File: src/core/synth_ctrl_pkg.sv
`default_nettype none
package synth_ctrl_pkg;

  // register indices as printed; byte address is four times the index
  localparam logic [7:0]  MAIN_CONTROL_IDX      = 8'h00;
  localparam logic [7:0]  CAL_CLOCK_CONTROL_IDX = 8'h01;
  localparam logic [15:0] MAIN_CONTROL_RESET    = 16'h200c;
  localparam logic [15:0] CAL_CLOCK_RESET       = 16'h080c;

  // main control field positions
  localparam int PHASE_ALIGN_BIT  = 14;
  localparam int OUT_MUTE_BIT     = 9;
  localparam int RATE_ADJ_LSB     = 7;
  localparam int FREQ_CAL_BIT     = 3;
  localparam int SRC_SELECT_BIT   = 2;
  localparam int SOFT_RESET_BIT   = 1;
  // calibration clock control field positions
  localparam int DRIVE_CTRL_BIT   = 3;
  localparam int CLK_DIV_LSB      = 0;

  // cycles the sync pulse and the calibration-start pulse stay high
  localparam int SYNC_PULSE_CYCLES = 1;

  typedef struct packed {
    logic       phase_align_enable;
    logic       mute_enable;
    logic [1:0] cal_detector_rate_adjust;
    logic       status_pin_source_select;
    logic       status_pin_drive_control;
    logic [2:0] cal_clk_div;
    logic       soft_reset;
  } ctrl_fields_t;

endpackage
`default_nettype wire

File: src/core/synth_main_control_regs.sv
// Design decision made here: the APB register port.
`timescale 1ns/1ps
`default_nettype none
module synth_main_control_regs
  import synth_ctrl_pkg::*;
(
  input  wire logic        pclk,
  input  wire logic        presetn,
  input  wire logic        psel,
  input  wire logic        penable,
  input  wire logic        pwrite,
  input  wire logic [11:0] paddr,
  input  wire logic [31:0] pwdata,
  input  wire logic [3:0]  pstrb,
  output logic      [31:0] prdata,
  output logic             pready,
  output logic             pslverr,
  input  wire logic        lock_detect_in,
  input  wire logic        readback_data_in,
  input  wire logic        vco_calibrating_in,
  output logic             phase_align_enable,
  output logic             sync_pulse,
  output logic             freq_cal_start,
  output logic             radio_output_mute,
  output logic [1:0]       cal_detector_rate_adjust,
  output logic [2:0]       cal_clk_div,
  output logic             core_reset,
  output logic             status_output_pin_o,
  output logic             status_output_pin_oe_n
);

  logic [15:0] main_reg, main_next;
  logic [15:0] calclk_reg, calclk_next;
  logic [31:0] prdata_reg, prdata_next;
  logic        pslverr_reg, pslverr_next;
  logic        sync_reg, sync_next;
  logic        cal_reg, cal_next;
  logic        mute_reg, mute_next;
  logic        pin_reg, pin_next;
  logic        pin_oe_n_reg, pin_oe_n_next;
  logic        pready_reg, pready_next;
  logic [1:0]  lock_sync_reg, lock_sync_next;
  logic [1:0]  rb_sync_reg, rb_sync_next;
  logic [1:0]  cal_sync_reg, cal_sync_next;
  ctrl_fields_t f;

  logic access, setup_phase, wr_main, wr_cal, hit_main, hit_cal;
  logic [15:0] wdata16;

  // zero-wait slave: every access completes in its first access cycle
  assign access   = psel && penable;
  // the setup cycle is where the read answer is prepared, one edge ahead of the access edge
  assign setup_phase = psel && !penable;
  assign hit_main = (paddr[11:2] == 10'(MAIN_CONTROL_IDX)) && (paddr[1:0] == 2'h0);
  assign hit_cal  = (paddr[11:2] == 10'(CAL_CLOCK_CONTROL_IDX)) && (paddr[1:0] == 2'h0);
  assign wr_main  = access && pwrite && hit_main;
  assign wr_cal   = access && pwrite && hit_cal;

  function automatic logic [15:0] merge(input logic [15:0] old, input logic [31:0] wd, input logic [3:0] st);
    logic [15:0] r;
    r = old;
    if (st[0])
      r[7:0] = wd[7:0];
    if (st[1])
      r[15:8] = wd[15:8];
    return r;
  endfunction

  always_comb
  begin
    wdata16 = 16'h0000;
    f = '0;
    f.phase_align_enable       = main_reg[PHASE_ALIGN_BIT];
    f.mute_enable              = main_reg[OUT_MUTE_BIT];
    f.cal_detector_rate_adjust = main_reg[RATE_ADJ_LSB +: 2];
    f.status_pin_source_select = main_reg[SRC_SELECT_BIT];
    f.soft_reset               = main_reg[SOFT_RESET_BIT];
    f.status_pin_drive_control = calclk_reg[DRIVE_CTRL_BIT];
    f.cal_clk_div              = calclk_reg[CLK_DIV_LSB +: 3];

    main_next   = main_reg;
    calclk_next = calclk_reg;
    // soft reset holds the cal clock word at its default and the main word at its default with the soft reset bit set; only the main word stays writable
    if (f.soft_reset)
    begin
      main_next   = MAIN_CONTROL_RESET | (16'h0001 << SOFT_RESET_BIT);
      calclk_next = CAL_CLOCK_RESET;
    end
    if (wr_main)
      main_next = merge(main_reg, pwdata, pstrb);
    else if (wr_cal && !f.soft_reset)
      calclk_next = merge(calclk_reg, pwdata, pstrb);
    wdata16 = merge(main_reg, pwdata, pstrb);

    // phase-align edge: rising only, written value vs stored one
    sync_next = wr_main && wdata16[PHASE_ALIGN_BIT] && !main_reg[PHASE_ALIGN_BIT];
    // a write with the trigger bit set and the soft reset bit clear starts calibration even if it was already set
    cal_next  = wr_main && wdata16[FREQ_CAL_BIT] && !wdata16[SOFT_RESET_BIT];

    mute_next = f.mute_enable && cal_sync_reg[1];
    pin_next  = f.status_pin_source_select ? lock_sync_reg[1] : rb_sync_reg[1];
    pin_oe_n_next = !f.status_pin_drive_control;
  end

  always_ff @(posedge pclk or negedge presetn)
  begin
    if (!presetn)
    begin
      main_reg      <= MAIN_CONTROL_RESET;
      calclk_reg    <= CAL_CLOCK_RESET;
      sync_reg      <= 1'b0;
      cal_reg       <= 1'b0;
      mute_reg      <= 1'b0;
      pin_reg       <= 1'b0;
      pin_oe_n_reg  <= 1'b0;
    end
    else
    begin
      main_reg      <= main_next;
      calclk_reg    <= calclk_next;
      sync_reg      <= sync_next;
      cal_reg       <= cal_next;
      mute_reg      <= mute_next;
      pin_reg       <= pin_next;
      pin_oe_n_reg  <= pin_oe_n_next;
    end
  end

  // pin inputs: two flops each; only the second flop feeds the mute and status logic
  always_comb
  begin
    lock_sync_next = {lock_sync_reg[0], lock_detect_in};
    rb_sync_next   = {rb_sync_reg[0], readback_data_in};
    cal_sync_next  = {cal_sync_reg[0], vco_calibrating_in};
  end

  always_ff @(posedge pclk or negedge presetn)
  begin
    if (!presetn)
    begin
      lock_sync_reg <= 2'h0;
      rb_sync_reg   <= 2'h0;
      cal_sync_reg  <= 2'h0;
    end
    else
    begin
      lock_sync_reg <= lock_sync_next;
      rb_sync_reg   <= rb_sync_next;
      cal_sync_reg  <= cal_sync_next;
    end
  end

  // bus response: read data and error are decoded in the setup cycle and registered with pready,
  // so all three already stand at the edge where the master samples pready high;
  // safe, since a write lands only at an access edge, never between setup and access
  always_comb
  begin
    pready_next  = setup_phase;
    prdata_next  = prdata_reg;
    pslverr_next = 1'b0;
    if (setup_phase)
    begin
      if (hit_main)
        prdata_next = {16'h0000, main_reg};
      else if (hit_cal)
        prdata_next = {16'h0000, calclk_reg};
      else
      begin
        // unmapped or misaligned: read zero and flag it; the write path ignores it too
        prdata_next  = 32'h0000_0000;
        pslverr_next = 1'b1;
      end
    end
  end

  always_ff @(posedge pclk or negedge presetn)
  begin
    if (!presetn)
    begin
      prdata_reg  <= 32'h0000_0000;
      pslverr_reg <= 1'b0;
      pready_reg  <= 1'b0;
    end
    else
    begin
      prdata_reg  <= prdata_next;
      pslverr_reg <= pslverr_next;
      pready_reg  <= pready_next;
    end
  end

  assign prdata   = prdata_reg;
  assign pslverr  = pslverr_reg;
  assign pready   = pready_reg;
  assign phase_align_enable       = main_reg[PHASE_ALIGN_BIT];
  assign sync_pulse               = sync_reg;
  assign freq_cal_start           = cal_reg;
  assign radio_output_mute        = mute_reg;
  assign cal_detector_rate_adjust = main_reg[RATE_ADJ_LSB +: 2];
  assign cal_clk_div              = calclk_reg[CLK_DIV_LSB +: 3];
  assign core_reset               = main_reg[SOFT_RESET_BIT];
  assign status_output_pin_o      = pin_reg;
  assign status_output_pin_oe_n   = pin_oe_n_reg;

endmodule // synth_main_control_regs
`default_nettype wire

File: config.mk
export PLATFORM = sky130hd
export DESIGN_NAME = synth_main_control_regs
export DESIGN_NICKNAME = d
export VERILOG_FILES = /design/src/core/synth_ctrl_pkg.sv /design/src/core/synth_main_control_regs.sv
export SDC_FILE = /design/constraint.sdc
export NUM_CORES = 1
export LEC_CHECK = 0
export BUFFER_PORTS_ARGS = -buffer_cell sky130_fd_sc_hd__clkbuf_2
export CAP_MARGIN = 5
export CORE_MARGIN = 2
export CORE_UTILIZATION = 33
export CTS_CLUSTER_DIAMETER = 80
export CTS_CLUSTER_SIZE = 20
export DETAILED_ROUTE_END_ITERATION = 8
export PLACE_DENSITY = 0.54
export SLEW_MARGIN = 10
export SYNTH_ARGS = -nofsm -noshare
export SYNTH_HDL_FRONTEND = slang
export SYNTH_SLANG_ARGS = --single-unit
File: constraint.sdc
create_clock -name pclk -period 2.3 [get_ports pclk]
set_clock_uncertainty 0.15 [all_clocks]
set_input_delay 0.115 -clock pclk [delete_from_list [all_inputs] [get_ports pclk]]
set_output_delay 0.115 -clock pclk [all_outputs]
set_load 0.05 [all_outputs]
# [After elaboration in Yosys (flattened, before gate mapping)]
# Index checks and enable logic that the tools add are counted.
[totals] out_inout_bits=46 inputBits=56 elab_cells=60 register_bits=77
[classes] reduce_logical=23 eq_ne=5 muxes=15
[op_table] operator="16-bit 2-to-1 mux" n=7
[op_table] operator="8-bit 2-to-1 mux" n=4
[op_table] operator="1-bit logical AND" n=13
[op_table] operator="10-bit by 1-bit == test with 1-bit output, second input constant" n=1
[op_table] operator="10-bit zero test" n=1
[op_table] operator="3-bit inequality test, second input constant" n=2
[op_table] operator="1-bit zero test" n=5
[op_table] operator="1-bit 2-to-1 mux" n=4
[op_table] operator="2-bit inequality test, second input constant" n=2
[op_table] operator="2-bit AND reduction" n=2
[op_table] operator="2-bit zero test" n=1
[op_table] operator="2-bit nonzero test" n=1

# [Depth between registers and ports, before layout]
# Gate-level depths: netlist of run 1.
[depth] word_depth=6 mapped_depth=6 depth_no_buf=4

# [Worst setup path before layout of run 1]
# Ideal clock, no wire load.
[synth_path] path_kind="input -> register" from="input port paddr[1]" to="register main_reg[1]" setup_time_ps=125 t_required_ps=2025 n_path_buf=2 path_stages=6 setup_slack_ps=361 arrival_time_ps=1664 cell_sequence="or4_4 > buf_6 > nor2_4 > and4_1 > buf_2 > mux2_2"
[synth_via] elab_chain_cells=4
[synth_lines] element="start, declared" line="synth_main_control_regs.sv:12" text="input wire logic [11:0] paddr,"
[synth_lines] element="2-bit zero test" line="synth_main_control_regs.sv:54" text="assign hit_main = (paddr[11:2] == 10'(MAIN_CONTROL_IDX)) && (paddr[1:0] == 2'h0);"
[synth_lines] element="1-bit logical AND" line="synth_main_control_regs.sv:54"
[synth_lines] element="1-bit logical AND" line="synth_main_control_regs.sv:56" text="assign wr_main = access && pwrite && hit_main;"
[synth_lines] element="16-bit 2-to-1 mux" line="synth_main_control_regs.sv:89" text="if (wr_main)"
[synth_lines] element="end signal, assigned" line="synth_main_control_regs.sv:119" text="main_reg <= main_next;"
[synth_lines] element="end, declared" line="synth_main_control_regs.sv:32" text="logic [15:0] main_reg, main_next;"
# Every way passes these cells.
# A chain may end at the register's enable or synchronous reset.

# [Final worst setup path of run 1]
[layout_path] from="input port paddr[7]" to="register main_reg[6]"
[layout_via] elab_chain_cells=5 word_cells_on_any_way=7 classes_between="1 x eq/ne; 1 x mux; 5 x reduce/logical"
[layout_lines] element="10-bit zero test *" line="synth_main_control_regs.sv:54"
[layout_lines] element="1-bit logical AND *" line="synth_main_control_regs.sv:54"
[layout_lines] element="1-bit logical AND *" line="synth_main_control_regs.sv:56"
[layout_lines] element="2-bit inequality test (no source line) / 2-bit nonzero test (equally long branches)"
[layout_lines] element="2-bit AND reduction (no source line)"
# Every way passes the cells marked *; elsewhere a longest branch is shown, timed or not.

==> results of run 1 <==
[what timing repair did]
item	CTS	global route
gates resized for setup	0	0
hold endpoints to repair	92	0
buffers inserted	0	0
hold buffers	22	0
[per-layer routing]
layer  GRT usage, %  up-vias  share of wire [%]
met5              0        -                  0
met4           5.43        0               0.93
met3           4.63        5                8.2
met2           23.6       80                 47
met1           19.6      961                 44
li1               -      921                  -
[worst max path at each step]
stage          cells after the start      endpoint  slack, ns
2_1_floorplan                      6   main_reg[1]       0.36
3_3_place_gp                       5   main_reg[6]       0.11
3_5_place_dp                       5  main_reg[15]       0.09
4_1_cts                            5  main_reg[15]       0.44
5_1_grt                            5  main_reg[14]       0.38
6_report                           5   main_reg[6]       0.44
[where the power goes]
| part | internal [mW] | switching [mW] |
|---|---|---|
| clock network | 0.444 | 0.397 |
| logic | 0.0595 | 0.134 |
| registers | 1.08 | 0.00210 |
[cell type report]
cell class,count,area (µm²)
clock buffer,12,155
clock inverter,4,22.5
fill,780,4300
inverter,25,93.8
multi-input combinational,107,926
sequential,61,1530
tap,102,128
timing repair buffer,101,646
[per-stage QoR]
| step | instance area [µm²] | instances |
|---|---|---|
| floorplan | 2750 | 225 |
| global placement | 3110 | 374 |
| detailed placement | 3110 | 374 |
| CTS | 3500 | 412 |
| global route | 3500 | 412 |
| finish | 3500 | 412 |
[cell usage after synthesis (all sizes together)]
cell / n
a21oi: 1
a222oi: 16
a22o: 5
a22oi: 2
a32o: 7
a32oi: 1
a41oi: 2
and2: 2
and3: 1
and4: 1
and4b: 1
buf: 26
clkbuf: 5
conb: 1
dfrtp: 55
dfstp: 6
dlygate4sd1: 1
inv: 25
mux2: 14
mux2i: 4
nand2: 1
nand2b: 2
nand3: 1
nand4: 2
nor2: 5
nor2b: 12
nor3: 1
nor4: 4
o32ai: 1
o41a: 1
or4: 3
or4b: 1
[layout by cell type (no fill, tap or decap), drive strengths merged]
cell / instances
a21oi: 1
a222oi: 16
a22o: 5
a22oi: 2
a32o: 7
a32oi: 1
a41oi: 2
and2: 2
and3: 1
and4: 1
and4b: 1
buf: 12
clkbuf: 79
clkinv: 3
clkinvlp: 1
conb: 16
dfrtp: 55
dfstp: 6
dlygate4sd3: 22
inv: 25
mux2: 14
mux2i: 4
nand2: 1
nand2b: 2
nand3: 1
nand4: 2
nor2: 5
nor2b: 12
nor3: 1
nor4: 4
o32ai: 1
o41a: 1
or4: 3
or4b: 1
[cells by family (layout without fill, tap and decap cells)]
| family | Yosys count | after routing | share of synthesized area [%] |
|---|---|---|---|
| compound gates | 36 | 36 | 14.0 |
| simple gates | 37 | 37 | 10.1 |
| buf+inv | 57 | 142 | 11.5 |
| other cells | 1 | 16 | 0.139 |
| mux | 18 | 18 | 7.33 |
| flops | 61 | 61 | 56.9 |
[worst register-to-register path, cell delays in order (launching register included)]
cell and delay (ns):
dfrtp_1 0.43, nor2_1 0.21, nand4_2 0.32, mux2_2 0.38
==> metrics, run 1 <==
Final Hold Viols=0; total power=2.12 mW; WL final=6260 µm; slowest CP cell=or4_1; Clock Path Buffers=2; Iteration-0 DRC Markers=166; Lkg Pwr=1.96 nW; origin of the worst setup path=paddr[7]; Worst-Margin Slew=0.768 ns; Hold WS=0.0840 ns; CORE AREA=7810 µm²; clk_lat worst skew=0.33 ns; Final Cycle Share=81.0%; synth top area cells=dfrtp_1 51%, a222oi_1 5.9%, dfstp_2 5.8%; worst hold stages=2; Seq/Total Area, Yosys=56.9%; Vias=1967; DR DRC count=0; synthesized instance count=210; vias in the first global route=1951; PwrDens=605 nW/µm²; CP Cell Sequence=clkbuf_2 -> or4_1 -> o41a_1 -> a41oi_4 -> a22o_1; Synth Cell Area=2700 µm²; worst-path fanout max=7; Buf/Inv on CP=1; layout cell share with drive strength beyond 1=40.6%; reg2reg start=main_reg[1]; drt first pass iters=4; count of cell types in the netlist=38; gr ovfl total=0; CP Class=input pin to flop; type of the tightest min-delay check=input pin to flop; slowest stage delay, CP=0.67 ns; ANT cells=0; CTS tree=done; die extent in x=94.4 µm; Arr. time, crit path=1.98 ns; Initial Utilization=34.5%; GRT Util Overall=15.0%; Core Util, Final=44.9%; global-route wire length before repair=9970 µm; Slew headroom=48.8%; start point of the worst hold path=pstrb[1]; setup ws final=0.437 ns; DP Worst Slack=0.0929 ns; RSZ-0062 raised after global routing=no; Root Driver=clkbuf_8; Hold EP=main_reg[13]; cell family with most CP delay=compound AO/OA/AOI/OAI gates; Worst Reg-to-Reg Cells=3; worst reg2reg path endpoint=calclk_reg[15]; Post-DRT Antenna Nets=0; nets=361; Detail Placement HPWL=4110 µm; Area Overhead vs Synth=30.0%; row cnt=32; Avg Cell Area, Syn=12.8 µm²; max-slew violations=0; yosys warns=0; largest net degree at the start of global routing=62; wire per inst=15.2 µm; run status=finished, final reports clean; crit path launch type=input pin; Data required, critical path=2.41 ns; Num CTS Buffers=9; post-DR vias/cell=4.77; clock sink count=61; H-tree depth=3; setup tns final=0 ns; max_cap viols=0; post-synth top area cell=dfrtp_1; Max Freq=537 MHz; reg-to-reg slack, setup=0.69 ns; initial antenna violation count=0; Die Area=8910 µm²; Final Setup Violations=0; VDD IR-drop max=330 µV; height of the die=94.4 µm; Ports=102; Yosys reg bits=61; Tmin final=1.86 ns; CP Capture Type=flop; IO buf count=67; GP Congestion=0.706; share of the synthesized area in the top cell type=51.0%; CTS clk-pin slew, worst paths=0.06 ns
No activity file was read; power rests on OpenSTA's default activity.
==> run 2, diff against run 1 <==
- clock period: 2.3 -> 1.9 ns (I/O delays scaled with it)
==> run 2 against run 1 <==
Effect of this change: critical path depth unchanged; combinational power increased by 27%; largest cell class unchanged; count of clock-buffer cells in the layout increased by 1; total power increased by 35%.
==> metrics, run 2 (synthesis results as in run 1) <==
CP Capture Type=flop; run status=finished, final reports clean; drt first pass iters=4; clock sink count=61; Hold EP=pslverr; Final Setup Violations=0; Max Freq=585 MHz; Post-DRT Antenna Nets=0; DP Worst Slack=-0.179 ns; worst-path fanout max=8; die extent in x=94.4 µm; GRT Util Overall=15.6%; row cnt=32; setup tns final=0 ns; nets=371; Final Cycle Share=89.9%; reg-to-reg slack, setup=0.36 ns; fill count=739; Tmin final=1.71 ns; clk_lat worst skew=0.33 ns; initial antenna violation count=0; gr ovfl total=0; Ports=102; global-route wire length before repair=10300 µm; Num CTS Buffers=9; commonest non-fill, non-tap cell in the layout=clkbuf_2; layout cell share with drive strength beyond 1=43.1%; height of the die=94.4 µm; slowest stage delay, CP=0.67 ns; post-DR vias/cell=4.78; Data required, critical path=2.02 ns; slowest CP cell=or4_2; post-route design area=3640 µm²; start point of the worst hold path=paddr[10]; reg2reg start=main_reg[1]; Area Overhead vs Synth=35.1%; largest net degree at the start of global routing=62; GP Congestion=0.779; Vias=2016; Clock Path Buffers=2; Buf/Inv on CP=1; Detail Placement HPWL=4370 µm; Initial Utilization=34.5%; Die Area=8910 µm²; register area=1530 µm²; Lkg Pwr=2.02 nW; Root Driver=clkbuf_8; wire per inst=15.1 µm; origin of the worst setup path=paddr[3]; type of the tightest min-delay check=input pin to flop; Final Hold Viols=0; worst hold stages=4; IO buf count=67; dpl cell area=3220 µm²; CP Cell Sequence=clkbuf_2 -> or4_2 -> o41a_1 -> a41oi_4 -> a32o_1; cell family with most CP delay=compound AO/OA/AOI/OAI gates; RSZ-0062 raised after global routing=no; ANT cells=0; Layout Cells excl Fill=422; CTS tree=done; placed cell count=386; Iteration-0 DRC Markers=160; footprint of the multi-input gates=921 µm²; CORE AREA=7810 µm²; vias in the first global route=1936; CP Depth=5; H-tree depth=3; max-slew violations=0; CP Class=input pin to flop; PwrDens=783 nW/µm²; VDD IR-drop max=639 µV; crit path launch type=input pin; max_cap viols=0; WL final=6360 µm; Arr. time, crit path=1.83 ns; Worst Reg-to-Reg Cells=3; Core Util, Final=46.7%; CTS clk-pin slew, worst paths=0.06 ns; DR DRC count=0; worst reg2reg path endpoint=calclk_reg[1]; setup ws final=0.191 ns; most frequent cells in the layout=67 x clkbuf_2, 55 x dfrtp_1, 25 x inv_1; total power=2.85 mW; Hold WS=0.0157 ns
[run 2: cell count changes in the layout (fill, tap and decap cells not counted), sizes merged]
cell         delta
buf            +12
clkinv          -3
bufinv          +2
dlygate4sd3     -2
clkbuf          +1
[run 2: worst max path at each step]
stage	endpoint	slack, ns
floorplan	main_reg[1]	0.01
global placement	main_reg[8]	-0.13
detailed placement	main_reg[10]	-0.18
CTS	main_reg[10]	0.19
global route	main_reg[0]	0.14
finish	main_reg[10]	0.19
[run 2: what timing repair did]
action | 4_1_cts | 5_1_grt
hold endpoints to repair | 97 | 0
resized for setup | 0 | 0
setup buffers | 0 | 0
hold buffers | 20 | 0
[run 2: power by group]
group          internal, mW  switching (mW)  total [mW]
sequential             1.31         0.00277        1.31
clock                 0.812           0.483        1.29
combinational        0.0814           0.165       0.246
[run 2: per-layer routing]
| layer | wire length, µm | vias up | GRT usage [%] |
|---|---|---|---|
| met5 | 0 | - | 0 |
| met4 | 0 | 0 | 3.99 |
| met3 | 392 | 0 | 5.27 |
| met2 | 3170 | 80 | 24.1 |
| met1 | 2800 | 1000 | 21.3 |
| li1 | - | 936 | - |
[run 2: cell type report]
class	instances	share of cell area, %
well taps	102	3.50
flip-flops and latches	61	42.1
repair buffers	111	20.3
inverters	25	2.58
multi-input cells	107	25.3
clock buffers	13	4.36
clock inverters	3	1.85
[run 2: worst register-to-register path: cells and delay by family (launching register included)]
family	cells	cell delay, ns
DFF	1	0.41
and+or+nand+nor	2	0.50
muxes	1	0.36
